[src/pbsg_pkg.sv]
// constants and types for the pci bus signalling and grant block
package pbsg_pkg;

  // ==========================================
  // bus modes and commands
  localparam logic [1:0] MODE_HOST_INT = 2'h0;
  localparam logic [1:0] MODE_HOST_EXT = 2'h1;
  localparam logic [1:0] MODE_SAT = 2'h2;
  localparam logic [3:0] CMD_MEM_READ = 4'h6;
  localparam logic [3:0] CMD_MEM_WRITE = 4'h7;

  // ==========================================
  // master abort count in bus clock edges, and number of arbiter slots
  localparam logic [2:0] MABORT_EDGES = 3'h5;
  localparam logic [2:0] ARB_SLOTS = 3'h5;

  // ==========================================
  // states and the synchronised pin image
  typedef enum logic [2:0] {M_IDLE, M_REQ, M_ADDR, M_DATA, M_TURN} pbsg_mst_type;
  typedef enum logic [1:0] {T_IDLE, T_SEL, T_DATA, T_TURN} pbsg_tgt_type;

  typedef struct packed {
    logic [1:0] mode;
    logic [31:0] ad;
    logic [3:0] cbe_n;
    logic frame_n;
    logic irdy_n;
    logic trdy_n;
    logic devsel_n;
    logic stop_n;
    logic [3:0] gnt_n;
    logic [3:0] req_n;
  } pbsg_pins_type;

  typedef struct packed {
    pbsg_pins_type sync1;
    pbsg_pins_type sync2;
    logic [2:0] clk_sh;
    logic last_frame_n;
    pbsg_mst_type mst;
    pbsg_tgt_type tgt;
    logic [3:0] gnt_n;
    logic own_gnt;
    logic [2:0] rr_ptr;
    logic [31:0] ad_o;
    logic ad_oe_n;
    logic [3:0] cbe_o;
    logic cbe_oe_n;
    logic frame_o;
    logic irdy_o;
    logic mctl_oe_n;
    logic trdy_o;
    logic devsel_o;
    logic stop_o;
    logic tctl_oe_n;
    logic req0_o;
    logic [31:0] m_addr;
    logic [31:0] m_data;
    logic [3:0] m_cmd;
    logic [3:0] m_be_n;
    logic m_write;
    logic [2:0] m_timer;
    logic m_done;
    logic m_retry;
    logic m_abort;
    logic [31:0] t_addr;
    logic [31:0] t_data;
    logic [3:0] t_be_n;
    logic t_write;
    logic t_wr_pulse;
    logic t_rd_pulse;
  } pbsg_state_type;

  localparam pbsg_state_type ST_RESET = '{
    sync1: '1, sync2: '1, clk_sh: 3'h0, last_frame_n: 1'b1, mst: M_IDLE, tgt: T_IDLE,
    gnt_n: 4'hF, own_gnt: 1'b0, rr_ptr: 3'h0, ad_o: 32'h0, ad_oe_n: 1'b1, cbe_o: 4'hF,
    cbe_oe_n: 1'b1, frame_o: 1'b1, irdy_o: 1'b1, mctl_oe_n: 1'b1, trdy_o: 1'b1,
    devsel_o: 1'b1, stop_o: 1'b1, tctl_oe_n: 1'b1, req0_o: 1'b1, m_addr: 32'h0,
    m_data: 32'h0, m_cmd: 4'h0, m_be_n: 4'hF, m_write: 1'b0, m_timer: 3'h0, m_done: 1'b0,
    m_retry: 1'b0, m_abort: 1'b0, t_addr: 32'h0, t_data: 32'h0, t_be_n: 4'hF,
    t_write: 1'b0, t_wr_pulse: 1'b0, t_rd_pulse: 1'b0};

endpackage

[src/pbsg_top.sv]
// pci port: bus signalling, master and target engines, grant handling
//
// Operation
// - internal arbiter drives four active-low grants to tell an agent it owns bus.
// - host mode with external arbiter: grant zero is an input from that arbiter.
// - satellite mode: grant zero is an input from the external arbiter.
// - without internal arbiter, grant lines one to three are driven high.
// - master puts address on the muxed bus in the first frame cycle, then write data.
// - master drives command first, then byte enables on the same four lines.
// - master asserts frame to start and negates it for the last data phase.
// - target asserts device select after decoding an address of its own.
// - master asserts initiator ready when it can complete the current word.
// - all bus signals are sampled and driven on the bus clock.
// - names ending in n, and the reset rst_b_in, are active low; everything else is active high.
// - with internal arbiter, the four request lines are inputs from agents.
// - addressed target asserts target ready when it can complete the word.
// - target asserts stop to end a transaction early, such as retry.
`timescale 1ns/100ps
module pbsg_top (
  // clock and reset
  input wire logic sys_clk_in,
  input wire logic rst_b_in,
  // bus clock and strap
  input wire logic bus_clock_in,
  input wire logic [1:0] bus_mode_in,
  // address, data and command pins
  input wire logic [31:0] muxed_addr_data_in,
  output logic [31:0] muxed_addr_data_out,
  output logic muxed_addr_data_oe_n_out,
  input wire logic [3:0] command_byte_enable_n_in,
  output logic [3:0] command_byte_enable_n_out,
  output logic command_byte_enable_oe_n_out,
  // control pins
  input wire logic transaction_frame_n_in,
  output logic transaction_frame_n_out,
  output logic transaction_frame_oe_n_out,
  input wire logic initiator_ready_n_in,
  output logic initiator_ready_n_out,
  output logic initiator_ready_oe_n_out,
  input wire logic target_ready_n_in,
  output logic target_ready_n_out,
  output logic target_ready_oe_n_out,
  input wire logic target_select_n_in,
  output logic target_select_n_out,
  output logic target_select_oe_n_out,
  input wire logic target_stop_n_in,
  output logic target_stop_n_out,
  output logic target_stop_oe_n_out,
  // arbitration pins
  input wire logic [3:0] bus_grant_n_in,
  output logic [3:0] bus_grant_n_out,
  output logic [3:0] bus_grant_oe_n_out,
  input wire logic [3:0] bus_request_n_in,
  output logic [3:0] bus_request_n_out,
  output logic [3:0] bus_request_oe_n_out,
  // master user port
  input wire logic mst_start_in,
  input wire logic mst_write_in,
  input wire logic [31:0] mst_addr_in,
  input wire logic [31:0] mst_wdata_in,
  input wire logic [3:0] mst_be_n_in,
  output logic mst_busy_out,
  output logic mst_done_out,
  output logic mst_retry_out,
  output logic mst_abort_out,
  output logic [31:0] mst_rdata_out,
  // target user port
  input wire logic [31:0] tgt_base_in,
  input wire logic [31:0] tgt_mask_in,
  input wire logic tgt_ready_in,
  input wire logic [31:0] tgt_rdata_in,
  output logic tgt_write_out,
  output logic tgt_read_out,
  output logic [31:0] tgt_addr_out,
  output logic [31:0] tgt_wdata_out,
  output logic [3:0] tgt_be_n_out
);
  import pbsg_pkg::*;

  pbsg_state_type st;
  pbsg_state_type next_st;
  pbsg_pins_type pins_now;
  pbsg_pins_type p;
  logic rise;
  logic bus_idle;
  logic hit_now;
  logic addr_phase;
  logic mode_int;

  assign pins_now = '{mode: bus_mode_in, ad: muxed_addr_data_in,
    cbe_n: command_byte_enable_n_in, frame_n: transaction_frame_n_in,
    irdy_n: initiator_ready_n_in, trdy_n: target_ready_n_in,
    devsel_n: target_select_n_in, stop_n: target_stop_n_in,
    gnt_n: bus_grant_n_in, req_n: bus_request_n_in};
  assign p = st.sync2;
  assign rise = st.clk_sh[1] & ~st.clk_sh[2];
  assign bus_idle = p.frame_n & p.irdy_n;
  assign mode_int = (p.mode == MODE_HOST_INT);
  assign addr_phase = ~p.frame_n & st.last_frame_n;
  assign hit_now = addr_phase && st.mst == M_IDLE
    && ((p.ad & tgt_mask_in) == (tgt_base_in & tgt_mask_in))
    && (p.cbe_n == CMD_MEM_READ || p.cbe_n == CMD_MEM_WRITE);

  // ==========================================
  // next state
  always_comb begin
    logic [4:0] reqs;
    logic [3:0] slot;
    logic found;
    logic granted;
    logic xfer;
    reqs = {st.mst == M_REQ, ~p.req_n};
    slot = 4'h0;
    found = 1'b0;
    granted = 1'b0;
    xfer = 1'b0;
    next_st = st;
    next_st.sync1 = pins_now;
    next_st.sync2 = st.sync1;
    next_st.clk_sh = {st.clk_sh[1:0], bus_clock_in};
    next_st.m_done = 1'b0;
    next_st.t_wr_pulse = 1'b0;
    next_st.t_rd_pulse = 1'b0;
    if (mst_start_in && st.mst == M_IDLE) begin
      next_st.mst = M_REQ;
      next_st.m_addr = mst_addr_in;
      next_st.m_data = mst_wdata_in;
      next_st.m_be_n = mst_be_n_in;
      next_st.m_write = mst_write_in;
      next_st.m_cmd = mst_write_in ? CMD_MEM_WRITE : CMD_MEM_READ;
      next_st.m_retry = 1'b0;
      next_st.m_abort = 1'b0;
    end
    if (rise) begin
      next_st.last_frame_n = p.frame_n;
      // ==========================================
      // arbiter: holder keeps grant while it still requests
      if (!mode_int) begin
        next_st.gnt_n = 4'hF;
        next_st.own_gnt = 1'b0;
      end else if (bus_idle && !((st.gnt_n != 4'hF || st.own_gnt) && reqs[st.rr_ptr])) begin
        next_st.gnt_n = 4'hF;
        next_st.own_gnt = 1'b0;
        for (int i = 1; i <= 5; i++) begin
          slot = {1'b0, st.rr_ptr} + 4'(i);
          if (slot >= {1'b0, ARB_SLOTS}) begin
            slot = slot - {1'b0, ARB_SLOTS};
          end
          if (!found && reqs[slot[2:0]]) begin
            found = 1'b1;
            next_st.rr_ptr = slot[2:0];
            if (slot == 4'h4) begin
              next_st.own_gnt = 1'b1;
            end else begin
              next_st.gnt_n[slot[1:0]] = 1'b0;
            end
          end
        end
      end
      // ==========================================
      // master engine, single data phase
      unique case (st.mst)
        M_IDLE: ;
        M_REQ: begin
          granted = mode_int ? st.own_gnt : ~p.gnt_n[0];
          next_st.req0_o = mode_int;
          if (granted && bus_idle) begin
            next_st.mst = M_ADDR;
            next_st.req0_o = 1'b1;
            next_st.ad_o = st.m_addr;
            next_st.cbe_o = st.m_cmd;
            next_st.frame_o = 1'b0;
            next_st.irdy_o = 1'b1;
            next_st.ad_oe_n = 1'b0;
            next_st.cbe_oe_n = 1'b0;
            next_st.mctl_oe_n = 1'b0;
          end
        end
        M_ADDR: begin
          // only phase is the last; ready at once
          next_st.mst = M_DATA;
          next_st.frame_o = 1'b1;
          next_st.irdy_o = 1'b0;
          next_st.cbe_o = st.m_be_n;
          next_st.ad_o = st.m_data;
          next_st.ad_oe_n = ~st.m_write;
          next_st.m_timer = 3'h0;
        end
        M_DATA: begin
          next_st.m_timer = st.m_timer + 3'h1;
          if (!p.devsel_n && (!p.trdy_n || !p.stop_n)) begin
            xfer = 1'b1;
            next_st.m_retry = p.trdy_n;
            if (!st.m_write && !p.trdy_n) begin
              next_st.m_data = p.ad;
            end
          end else if (p.devsel_n && st.m_timer == MABORT_EDGES) begin
            xfer = 1'b1;
            next_st.m_abort = 1'b1;
          end
          if (xfer) begin
            next_st.mst = M_TURN;
            next_st.irdy_o = 1'b1;
            next_st.ad_oe_n = 1'b1;
            next_st.cbe_oe_n = 1'b1;
          end
        end
        M_TURN: begin
          // initiator ready was driven high for one edge, and frame since the data phase began, before release
          next_st.mst = M_IDLE;
          next_st.mctl_oe_n = 1'b1;
          next_st.m_done = 1'b1;
        end
      endcase
      // ==========================================
      // target engine, one word per transaction then disconnect
      unique case (st.tgt)
        T_IDLE: begin
          if (hit_now) begin
            next_st.tgt = T_SEL;
            next_st.t_addr = p.ad;
            next_st.t_write = (p.cbe_n == CMD_MEM_WRITE);
            next_st.devsel_o = 1'b0;
            next_st.trdy_o = 1'b1;
            next_st.stop_o = 1'b1;
            next_st.tctl_oe_n = 1'b0;
          end
        end
        T_SEL: begin
          next_st.tgt = T_DATA;
          if (tgt_ready_in) begin
            next_st.trdy_o = 1'b0;
            next_st.ad_o = tgt_rdata_in;
            next_st.ad_oe_n = st.t_write;
          end else begin
            next_st.stop_o = 1'b0;
          end
        end
        T_DATA: begin
          if (!p.irdy_n && !st.trdy_o) begin
            next_st.t_wr_pulse = st.t_write;
            next_st.t_rd_pulse = ~st.t_write;
            next_st.t_data = p.ad;
            next_st.t_be_n = p.cbe_n;
          end
          if (p.frame_n && !p.irdy_n) begin
            next_st.tgt = T_TURN;
            next_st.devsel_o = 1'b1;
            next_st.trdy_o = 1'b1;
            next_st.stop_o = 1'b1;
            next_st.ad_oe_n = 1'b1;
          end else if (!p.irdy_n) begin
            next_st.trdy_o = 1'b1;
            next_st.stop_o = 1'b0;
            next_st.ad_oe_n = 1'b1;
          end
        end
        T_TURN: begin
          next_st.tgt = T_IDLE;
          next_st.tctl_oe_n = 1'b1;
        end
      endcase
    end
  end

  always_ff @(posedge sys_clk_in or negedge rst_b_in) begin
    if (!rst_b_in) begin
      st <= ST_RESET;
    end else begin
      st <= next_st;
    end
  end

  // ==========================================
  // pins
  assign muxed_addr_data_out = st.ad_o;
  assign muxed_addr_data_oe_n_out = st.ad_oe_n;
  assign command_byte_enable_n_out = st.cbe_o;
  assign command_byte_enable_oe_n_out = st.cbe_oe_n;
  assign transaction_frame_n_out = st.frame_o;
  assign transaction_frame_oe_n_out = st.mctl_oe_n;
  assign initiator_ready_n_out = st.irdy_o;
  assign initiator_ready_oe_n_out = st.mctl_oe_n;
  assign target_ready_n_out = st.trdy_o;
  assign target_ready_oe_n_out = st.tctl_oe_n;
  assign target_select_n_out = st.devsel_o;
  assign target_select_oe_n_out = st.tctl_oe_n;
  assign target_stop_n_out = st.stop_o;
  assign target_stop_oe_n_out = st.tctl_oe_n;
  // grants driven by arbiter; spare grants high otherwise
  assign bus_grant_n_out = mode_int ? st.gnt_n : 4'hF;
  assign bus_grant_oe_n_out = mode_int ? 4'h0 : 4'h1;
  // satellite mode keeps request one as an input, it acts as a config select
  assign bus_request_n_out = {3'h7, st.req0_o};
  assign bus_request_oe_n_out = mode_int ? 4'hF : (p.mode == MODE_SAT ? 4'h2 : 4'h0);
  assign mst_busy_out = (st.mst != M_IDLE);
  assign mst_done_out = st.m_done;
  assign mst_retry_out = st.m_retry;
  assign mst_abort_out = st.m_abort;
  assign mst_rdata_out = st.m_data;
  assign tgt_write_out = st.t_wr_pulse;
  assign tgt_read_out = st.t_rd_pulse;
  assign tgt_addr_out = st.t_addr;
  assign tgt_wdata_out = st.t_data;
  assign tgt_be_n_out = st.t_be_n;
endmodule

[config.mk]
export PLATFORM = sky130hd
export DESIGN_NAME = pbsg_top
export DESIGN_NICKNAME = d
export VERILOG_FILES = /design/src/pbsg_pkg.sv /design/src/pbsg_top.sv
export SDC_FILE = /design/constraint.sdc
export NUM_CORES = 1
export LEC_CHECK = 0
export ABC_CLOCK_PERIOD_IN_PS = 4700
export BUFFER_PORTS_ARGS = -buffer_cell sky130_fd_sc_hd__buf_2
export CAP_MARGIN = 20
export CORE_UTILIZATION = 40
export CTS_BUF_LIST = sky130_fd_sc_hd__clkbuf_8
export DETAILED_ROUTE_END_ITERATION = 8
export PLACE_DENSITY_LB_ADDON = 0.1
export SLEW_MARGIN = 30
export SYNTH_ARGS = -nofsm -noshare
export SYNTH_HDL_FRONTEND = slang
export SYNTH_SLANG_ARGS = --single-unit
[constraint.sdc]
create_clock -name sys_clk_in -period 4.7 [get_ports sys_clk_in]
set_input_delay 0.235 -clock sys_clk_in [delete_from_list [all_inputs] [get_ports sys_clk_in]]
set_output_delay 0.235 -clock sys_clk_in [all_outputs]
set_load 0.05 [all_outputs]
==> results by group, run 1 <==
Clock tree
  – Level count of the clock H-tree: 2
  – CTS buffer count: 54
  – Clock Tree Buf Depth: 3
  – Clk slew on worst S/H paths: 60 ps
  – CTS tree: done
  – Post-CTS Setup Bufs: 0
  – Post-CTS resize count: 0
  – # clock sinks: 306
  – CTS Root Cell: clkbuf_8
  – Clk Latency, worst-skew pair: about 640 ps

Global routing
  – Pin count of the biggest net entering global routing: 131
  – First-pass GRT wire length: ~70000 um
  – GRT Total Usage: 0.2495
  – Number of global-route vias before repair: roughly 12000
  – Remaining global-route overflow: 0
  – Initial antenna violation count: 5

Drt
  – DRT antenna net count: 0
  – WL/cell: around 20 um
  – Drt drc: 0
  – Iter 0 DRT Violations: 585
  – Via Count: around 12000
  – Final WL: about 47000 um
  – Vias/cell: 5.033
  – Initial DRT Pass Iterations: 5

Pwr
  – Max IR drop VDD: 0.3764 mV
  – Lkg Pwr: 9.043 nW
  – Power Dens Cells: 628.5 nW/um2

Floorplan
  – Site Rows: 70
  – # IOs: about 400
  – Die area: 37720 um2
  – Die Wd: ~190 um
  – Initial Util: 0.4047
  – Height of the chip: around 200 um
  – Core Area: 36520 um2

STA
  – Final setup margin: around 650 ps
  – Worst slew pin tran: 813.6 ps
  – Max-slew violation count: 0
  – Setup_tns: 0 ps
  – Final Setup Violations: 0
  – Fmax: 246.9 MHz
  – Final hold slack: 164.1 ps
  – Post-route minimum period: roughly 4100 ps
  – Hold Violations, Final: 0
  – Skew final: 34.74 ps
  – Post-route clock period utilization: 0.8619
  – RSZ-0062 raised after global routing: false
  – Slew Limit Headroom: 0.4534

Layout
  – Cell area after layout: 18890 um2
  – Most frequent cells in the layout: 380 x buf_2, 244 x nand2_1, 183 x dfrtp_1
  – Total Nets Final: slightly above 2000
  – Commonest non-fill, non-tap cell in the layout: buf_2
  – Synth-to-Final Area Change: 27.79%
  – Share of post-route cells with drive strength above 1: 0.3881

Logic synthesis
  – Top-area cell type share of the netlist area: 0.3098
  – Yosys reg bits: slightly above 300
  – Largest cells by area after synthesis: dfrtp_1 31%, dfstp_2 22%, buf_4 7.6%
  – Sequential share of the synthesized area: 0.5285
  – Synth unique cells: between 70 and 80
  – Cell Area, Synth: 14780 um2
  – Number of enable flip-flop cells after synthesis: 0
  – Syn Inst Count: approximately 1400
  – Syn Area/Cell: 10.72 um2
  – Post-synth top area cell: dfrtp_1
  – Async set or reset register ratio after synthesis: 1.000
  – Ys Warns: 0
  – Most used DFF post-synth: dfrtp_1

Critical path
  – Critical Path Sink Type: register
  – Reg2Reg Setup Slack: 650 ps
  – CP max stage delay: around 570 ps
  – Worst R2R Start: st[197]
  – Worst Setup Path Type: reg -> reg
  – Critical R2R Capture: st[196]
  – FF-to-FF path depth: 12
  – Cells along the critical path: ha_1 > inv_1 > fa_1 > a21oi_2 > mux2i_1 > a2111oi_0 > buf_4 > o21bai_1 > nor3_2 > nand4_1 > nor4_1 > nor3_1
  – CP Data Arrival Time: 4570 ps
  – CP Max Fanout: 8
  – Slowest CP cell: dfrtp_1
  – Startpoint class of the critical path: register
  – Req. time, crit path: approximately 5200 ps
  – CP Launch Point: st[197]

Placement
  – Setup WS pre-CTS: 749.3 ps
  – Placer Congestion: 0.8879
  – I/O Buffers: 381
  – Detail Placement HPWL: 33100 um
  – Dpl cell area: 16080 um2

Flow run
  – Max-cap violations: 0

Worst hold path
  – Worst hold path class: in -> async

Outcome
  – Outcome: complete, no violations
power breakdown:
part	internal [W]	switching, W
clock	0.00159	0.00116
combinational	0.00151	0.00362
sequential	0.00342	0.000569
how the worst max path moves through the flow:
stage / to / slack [ps]
floorplan: st[198] / 1180
global placement: st[197] / 740
detailed placement: st[197] / 750
CTS: st[197] / 740
global route: st[196] / 360
finish: st[196] / 650
through the flow:
| stage | power, W | instances | util |
|---|---|---|---|
| detailed placement | 0.009022 | 2039 | 0.4404 |
| global route | 0.01252 | 2296 | 0.5170 |
| global placement | 0.008988 | 2039 | 0.4404 |
| CTS | 0.01194 | 2294 | 0.5162 |
| floorplan | 0.008128 | 1383 | - |
| finish | 0.01187 | 2298 | 0.5172 |
layout make-up:
class,instances,area (um2)
multi-input cells,839,5498
well taps,468,585.6
fillers,3354,17630
clock buffers,75,1032
inverters,21,78.83
flip-flops and latches,306,7811
clock inverters,27,206.4
diodes,3,7.507
repair buffers,559,3669
logic make-up after synthesis:
group | after synthesis | share of synthesized area
AO/OA/AOI/OAI | 271 | 0.1172
XOR/XNOR | 39 | 0.02311
AND/OR/NAND/NOR | 389 | 0.1200
buffers and inverters | 238 | 0.1027
multiplexers | 116 | 0.09219
other | 2 | 0.0005081
flip-flops | 306 | 0.5285
adder cells (fa/ha/maj) | 18 | 0.01575
what timing repair did:
action                                  4_1_cts  5_1_grt
endpoints found under the setup margin        0        0
endpoints found under the hold margin       227        0
hold buffers                                153        0
layer usage:
layer | share of wire | GRT usage | vias to the layer above
met5 | 0.00099 | 0 | -
met4 | 0.038 | 0.1114 | 8
met3 | 0.066 | 0.06001 | 93
met2 | 0.47 | 0.4014 | 401
met1 | 0.42 | 0.3191 | 5637
li1 | - | - | 5427
synthesized netlist by cell type, types with 5 or more instances:
| cell type | count |
|---|---|
| nand2_1 | 245 |
| dfrtp_1 | 183 |
| buf_4 | 150 |
| dfstp_2 | 123 |
| o21ai_0 | 121 |
| a22oi_1 | 46 |
| mux2i_1 | 45 |
| clkbuf_1 | 44 |
| mux2_2 | 43 |
| xor2_1 | 32 |
| a21oi_1 | 29 |
| nor2_1 | 28 |
| mux2_4 | 27 |
| nand2b_1 | 24 |
| inv_1 | 21 |
| nor3_1 | 18 |
| ha_1 | 17 |
| nand3_1 | 13 |
| buf_2 | 10 |
| or3_1 | 10 |
| buf_1 | 8 |
| nand4_1 | 8 |
| a211oi_1 | 7 |
| xnor2_1 | 7 |
| a221o_1 | 6 |
| a22o_1 | 6 |
| and2_1 | 6 |
| a31oi_1 | 5 |
| nor2b_1 | 5 |
| nor3b_1 | 5 |
| o22ai_1 | 5 |
| o32ai_1 | 5 |
sequential cells by signal, summed over array words and instances, names as in the netlist, 4 cells and up:
signal / count
st: 57
next_st: 50
p: 48
mst_rdata_out: 32
muxed_addr_data_out: 32
tgt_addr_out: 32
tgt_wdata_out: 32
command_byte_enable_n_out: 4
tgt_be_n_out: 4
critical path: cells and delay by family (launching register included):
family	cells	cell delay, ps
muxes	1	360
adders and majority gates	2	760
buffers and inverters	2	330
DFF	1	570
and+or+nand+nor	4	1310
AOI/OAI and AO/OA	3	590
No activity file was read; power rests on OpenSTA's default activity.
==> run 2, diff against run 1 <==
ABC_CLOCK_PERIOD_IN_PS = 3250   (was 4700)
clock period = 3.25 ns   (was 4.7 ns; I/O delays follow)
==> run 2 against run 1 <==
Against the previous run: die area is the same; total power increased by 48%; utilization is 1.1 points higher; clock power increased by 34%; count of clock-buffer cells in the layout fell by 3; sequential power rose by 44%; critical endpoint is now tgt_addr_out[12]; largest cell class unchanged.
==> results by group, run 2 (same netlist as run 1, synthesis figures left out) <==
Clock tree
  – Level count of the clock H-tree: 2 (unchanged)
  – CTS tree: done (unchanged)
  – # clock sinks: 306 (unchanged)
  – CTS buffer count: 54 (unchanged)
  – CTS Root Cell: clkbuf_8 (unchanged)
  – Clk Latency, worst-skew pair: 620 ps (was 640 ps)
  – Post-CTS Setup Bufs: 0 (unchanged)
  – Clock Tree Buf Depth: 3 (unchanged)
  – Clk slew on worst S/H paths: 60 ps (about the same)

Drt
  – Vias/cell: 5.018 (was 5.033)
  – Wl on met1: 20910 um (was 19800 um)
  – Final WL: 47370 um (was 46680 um)
  – Top Metal Used: met5 (unchanged)
  – WL/cell: 20.26 um (was 20.31 um)
  – Drt drc: 0 (unchanged)
  – Initial DRT Pass Iterations: 5 (unchanged)
  – Via Count: 11730 (was 11570)
  – Met2 WL: 22120 um (was 21970 um)
  – Iter 0 DRT Violations: 670 (was 585)
  – Met3 WL: 2841 um (was 3079 um)
  – DRT antenna net count: 0 (unchanged)

Critical path
  – Cells along the critical path: xor2_1 > a22o_1 > a221oi_2 > nand4_1 > or4_1 > or2_2 > buf_12 > mux2_4 (was ha_1 > inv_1 > fa_1 > a21oi_2 > mux2i_1 > a2111oi_0 > buf_4 > o21bai_1 > nor3_2 > nand4_1 > nor4_1 > nor3_1)
  – Req. time, crit path: 3730 ps (was 5220 ps)
  – Reg2Reg Setup Slack: 80 ps (was 650 ps)
  – Top Family by Delay on Critical Path: simple AND/OR/NAND/NOR gates (unchanged)
  – Slowest CP cell: or4_1 (was dfrtp_1)
  – CP Data Arrival Time: 3660 ps (was 4570 ps)
  – Cell count along the critical path: 8 (was 12)
  – CP max stage delay: 700 ps (was 570 ps)
  – Startpoint class of the critical path: register (unchanged)
  – Worst Setup Path Type: reg -> reg (unchanged)
  – Critical R2R Capture: tgt_addr_out[12] (was st[196])
  – CP Max Fanout: 27 (was 8)
  – Crit path buf inv count: 1 (was 2)
  – FF-to-FF path depth: 8 (was 12)
  – Worst R2R Start: p[26] (was st[197])
  – Critical Path Sink Type: register (unchanged)

Pwr
  – Sequential Power Share: 0.327 (was 0.336)
  – Tot Pwr: 0.01759 W (was 0.01187 W)
  – Int Pwr: 0.009708 W (was 0.006521 W)
  – Psw: 0.007880 W (was 0.005350 W)
  – Sw Ratio: 0.4480 (was 0.4507)
  – Max IR drop VDD: 0.4551 mV (was 0.3764 mV)
  – Clk network pwr share: 0.209 (was 0.232)
  – Lkg Pwr: 9.257 nW (was 9.043 nW)
  – Combinational power share: 0.464 (was 0.432)
  – Power Dens Cells: 911.2 nW/um2 (was 628.5 nW/um2)

Layout
  – Final Non-Filler Cells: 2338 (was 2298)
  – Synth-to-Final Area Change: 30.59% (was 27.79%)
  – Commonest non-fill, non-tap cell in the layout: buf_2 (unchanged)
  – Most frequent cells in the layout: 380 x buf_2, 243 x nand2_1, 182 x dfrtp_1 (was 380 x buf_2, 244 x nand2_1, 183 x dfrtp_1)
  – Cell area after layout: 19300 um2 (was 18890 um2)
  – Share of post-route cells with drive strength above 1: 0.4072 (was 0.3881)
  – Total Nets Final: 2064 (was 2020)
  – Largest register FFs: 57 (unchanged)
  – Most flops, register: st (unchanged)
  – Layout fillers: 3352 (was 3354)

Global routing
  – GRT Total Usage: 0.2509 (was 0.2495)
  – Pin count of the biggest net entering global routing: 94 (was 131)
  – Initial antenna violation count: 2 (was 5)
  – First-pass GRT wire length: 71590 um (was 71330 um)
  – Remaining global-route overflow: 0 (unchanged)
  – Number of global-route vias before repair: 12010 (was 11960)

Placement
  – Placed cells: 2084 (was 2039)
  – I/O Buffers: 381 (unchanged)
  – Detail Placement HPWL: 33780 um (was 33100 um)
  – Dpl cell area: 16600 um2 (was 16080 um2)
  – Placer Congestion: 0.8790 (was 0.8879)

Floorplan
  – Height of the chip: 194.2 um (unchanged)
  – Die area: 37720 um2 (unchanged)
  – Core Area: 36520 um2 (unchanged)
  – Site Rows: 70 (unchanged)
  – # IOs: 391 (unchanged)
  – Initial Util: 0.4047 (unchanged)
  – Die Wd: 194.2 um (unchanged)

STA
  – Final Setup Violations: 0 (unchanged)
  – Post-route minimum period: 3172 ps (was 4051 ps)
  – Worst slew pin tran: 980.4 ps (was 813.6 ps)
  – Post-route clock period utilization: 0.9760 (was 0.8619)
  – Skew final: 29.42 ps (was 34.74 ps)
  – Fmax: 315.3 MHz (was 246.9 MHz)
  – RSZ-0062 raised after global routing: true (was false)
  – Slew Limit Headroom: 0.3441 (was 0.4534)
  – Max-slew violation count: 0 (unchanged)
  – Hold Violations, Final: 0 (unchanged)

Outcome
  – Outcome: complete, no violations (unchanged)

Flow run
  – Max-cap violations: 0 (unchanged)

Worst hold path
  – Worst hold path class: in -> async (unchanged)
-- run 2: worst max path at each step --
stage / start / end / slack, ps
CTS: st[197] / st[199] / 60
floorplan: st[197] / st[197] / 30
detailed placement: st[197] / st[199] / 90
global placement: p[26] / tgt_addr_out[14] / 130
finish: p[26] / tgt_addr_out[12] / 80
global route: st[197] / st[197] / -30
-- run 2: area by class of cell --
cell class / instances / area [um2] / area share
Sequential cell: 306 / 7812 / 0.4047
Multi-Input combinational cell: 839 / 5602 / 0.2902
Timing Repair Buffer: 603 / 4091 / 0.2120
Clock buffer: 72 / 991.0 / 0.05134
Tap cell: 468 / 585.6 / 0.03034
Clock inverter: 28 / 138.9 / 0.007195
Inverter: 21 / 78.83 / 0.004084
Antenna cell: 1 / 2.502 / 0.0001296
-- run 2: metrics by stage --
stage	setup slack (ps)	hold WS [ps]	setup TNS [ps]	util
after floorplan	32.26	-133.1	0	-
after global placement	126.3	102.9	0	0.4544
after detailed placement	91.65	112.5	0	0.4544
after CTS	55.84	10.38	0	0.5273
after global routing	-25.32	23.02	-32.77	0.5285
final	78.10	49.97	0	0.5285
-- run 2: routing by layer --
metal | global-route usage | vias up
li1 | - | 5504
met1 | 0.3325 | 5714
met2 | 0.4001 | 421
met3 | 0.06071 | 91
met4 | 0.08965 | 2
met5 | 0 | -
-- run 2: power by group through the flow --
stage	Combinational [W]	Clock, W	Sequential (W)
global placement	0.00788	0	0.00577
detailed placement	0.00790	0	0.00580
floorplan	0.00622	0	0.00567
global route	0.00872	0.00398	0.00588
CTS	0.00807	0.00380	0.00574
finish	0.00816	0.00368	0.00575
-- run 2: what timing repair did --
| item | CTS | global route |
|---|---|---|
| hold buffers | 153 | 0 |
| endpoints found under the hold margin | 364 | 0 |
| gates resized for setup | 0 | 8 |
| setup endpoints to repair | 0 | 8 |
==> run 3, diff against run 2 <==
SETUP_SLACK_MARGIN = 0.4   (was not set)
==> run 3 against run 2 <==
Against the previous run: first-iteration DRC count down 31%; cell count up 1.7%; flip-flop and latch count unchanged; count of clock-buffer cells in the layout down 6; largest cell class unchanged; largest power group unchanged.
==> results by group, run 3 (same netlist as run 1, synthesis figures left out) <==
Floorplan
  – Die Wd: 194.2 um (unchanged)
  – Core Area: 36520 um2 (unchanged)
  – Die area: 37720 um2 (unchanged)
  – Initial Util: 0.4047 (unchanged)
  – Height of the chip: 194.2 um (unchanged)
  – Site Rows: 70 (unchanged)
  – # IOs: 391 (unchanged)

Worst hold path
  – Worst hold path class: in -> async (unchanged)

Global routing
  – Busiest grt layer: met2 (unchanged)
  – Remaining global-route overflow: 0 (unchanged)
  – Number of global-route vias before repair: 12160 (was 12010)
  – Met2 Use GR: 0.4155 (was 0.4001)
  – Initial antenna violation count: 1 (was 2)
  – First-pass GRT wire length: 72920 um (was 71590 um)
  – Pin count of the biggest net entering global routing: 83 (was 94)
  – Met3 usage: 0.05305 (was 0.06071)
  – GRT Total Usage: 0.2546 (was 0.2509)
  – Met1 global-route usage: 0.3377 (was 0.3325)

STA
  – RSZ-0062 raised after global routing: true (unchanged)
  – Post-route minimum period: 2911 ps (was 3172 ps)
  – Hold Violations, Final: 0 (unchanged)
  – Post-route clock period utilization: 0.8955 (was 0.9760)
  – Skew final: 25.92 ps (was 29.42 ps)
  – Max-slew violation count: 0 (unchanged)
  – Fmax: 343.6 MHz (was 315.3 MHz)
  – Worst slew pin tran: 977.0 ps (was 980.4 ps)
  – Final Setup Violations: 0 (unchanged)
  – Slew Limit Headroom: 0.3464 (was 0.3441)
  – Setup_tns: 0 ps (unchanged)

Critical path
  – Critical Path Sink Type: register (unchanged)
  – CP Data Arrival Time: 3420 ps (was 3660 ps)
  – Reg2Reg Setup Slack: 340 ps (was 80 ps)
  – CP Max Fanout: 5 (was 27)
  – Startpoint class of the critical path: register (unchanged)
  – Worst Setup Path Type: reg -> reg (unchanged)
  – FF-to-FF path depth: 11 (was 8)
  – Req. time, crit path: 3760 ps (was 3730 ps)
  – CP Launch Point: st[197] (was p[26])
  – End point of the critical path: st[196] (was tgt_addr_out[12])
  – Critical R2R Capture: st[196] (was tgt_addr_out[12])
  – Worst R2R Start: st[197] (was p[26])

Layout
  – Most flops, register: st (unchanged)
  – Layout fillers: 3307 (was 3352)
  – Share of post-route cells with drive strength above 1: 0.4369 (was 0.4072)
  – Multi-input gate area: 5866 um2 (was 5602 um2)
  – Synth-to-Final Area Change: 35.58% (was 30.59%)
  – Sequential Area: 7815 um2 (was 7812 um2)
  – Most frequent cells in the layout: 380 x buf_2, 240 x nand2_1, 180 x dfrtp_1 (was 380 x buf_2, 243 x nand2_1, 182 x dfrtp_1)
  – Largest register FFs: 57 (unchanged)
  – Commonest non-fill, non-tap cell in the layout: buf_2 (unchanged)
  – Cell area after layout: 20040 um2 (was 19300 um2)
  – Total Nets Final: 2105 (was 2064)

Clock tree
  – Level count of the clock H-tree: 2 (unchanged)
  – Clk Latency, worst-skew pair: 630 ps (was 620 ps)
  – CTS tree: done (unchanged)
  – Clk slew on worst S/H paths: 60 ps (about the same)
  – Clock Tree Buf Depth: 3 (unchanged)
  – # clock sinks: 306 (unchanged)
  – CTS Root Cell: clkbuf_8 (unchanged)
  – CTS buffer count: 53 (was 54)

Flow run
  – Max-cap violations: 0 (unchanged)

Drt
  – Iter 0 DRT Violations: 463 (was 670)
  – DRT antenna net count: 0 (unchanged)
  – Via Count: 11910 (was 11730)
  – Final WL: 49240 um (was 47370 um)
  – Drt drc: 0 (unchanged)
  – Initial DRT Pass Iterations: 6 (was 5)
  – WL/cell: 20.71 um (was 20.26 um)
  – Vias/cell: 5.009 (was 5.018)

Placement
  – Dpl cell area: 16630 um2 (was 16600 um2)
  – Detail Placement HPWL: 34130 um (was 33780 um)
  – Placer Congestion: 0.8818 (was 0.8790)
  – I/O Buffers: 381 (unchanged)

Pwr
  – Max IR drop VDD: 0.5147 mV (was 0.4551 mV)
  – Lkg Pwr: 9.574 nW (was 9.257 nW)
  – Power Dens Cells: 935.8 nW/um2 (was 911.2 nW/um2)

Outcome
  – Outcome: complete, no violations (unchanged)
run 3: cell count changes in the layout (fill, tap and decap cells not counted), sizes merged:
cell,delta
bufinv,+3
clkinv,+2
bufbuf,+1
inv,-1
clkbuf,-3
buf,+38
run 3: repair_timing:
action / 4_1_cts / 5_1_grt
hold buffers: 153 / 0
pin swaps: 11 / 13
cloned: 2 / 4
buffers inserted: 18 / 14
gates resized for setup: 28 / 35
endpoints found under the setup margin: 47 / 45
endpoints found under the hold margin: 232 / 0
run 3: how the worst min path moves through the flow:
stage,end,startpoint,slack [ps],cells past startpoint
final,muxed_addr_data_out[26],rst_b_in,170,2
after global routing,next_st[262],bus_mode_in[0],140,2
after CTS,next_st[216],bus_request_n_in[3],120,2
after detailed placement,st[198],rst_b_in,220,1
after global placement,st[198],rst_b_in,240,1
after floorplan,mst_abort_out,rst_b_in,-130,0
run 3: power breakdown:
group / switching [W] / internal (W)
Clock: 0.00162 / 0.00214
Combinational: 0.00577 / 0.00342
Sequential: 0.000857 / 0.00495
run 3: per-layer routing:
layer  share of wire  vias up  wire (um)
li1                -     5584          -
met1            0.44     5839      21530
met2            0.48      409      23660
met3           0.058       77       2859
met4           0.024        2       1187
met5         0.00020        -         10
run 3: area by class of cell:
class / instances / share of cell area
clock buffer: 66 / 0.04533
sequential: 306 / 0.3900
antenna: 1 / 0.0001249
clock inverter: 32 / 0.01174
timing repair buffer: 645 / 0.2267
multi-input combinational: 839 / 0.2927
inverter: 21 / 0.004183
tap: 468 / 0.02922
run 3: critical path, stage by stage (launching register included):
cell	delay, ps
dfrtp_2	480
ha_4	200
inv_2	60
fa_2	430
o21ba_4	240
o32ai_2	90
a2111oi_4	380
nand2b_1	150
nor4b_4	260
a221o_1	210
a21oi_1	50
nor3_1	250
run 3: through the flow:
step | hold WS (ps) | utilization | total power, W | instances | worst slack [ps]
2_1_floorplan | -133.1 | - | 0.01196 | 1383 | 150.5
3_3_place_gp | 235.1 | 0.4554 | 0.01378 | 2088 | 99.83
3_5_place_dp | 224.8 | 0.4554 | 0.01384 | 2088 | 80.31
4_1_cts | 116.6 | 0.5371 | 0.01826 | 2359 | 392.3
5_1_grt | 141.4 | 0.5486 | 0.01968 | 2377 | 219.4
6_report | 166.3 | 0.5487 | 0.01875 | 2378 | 339.5
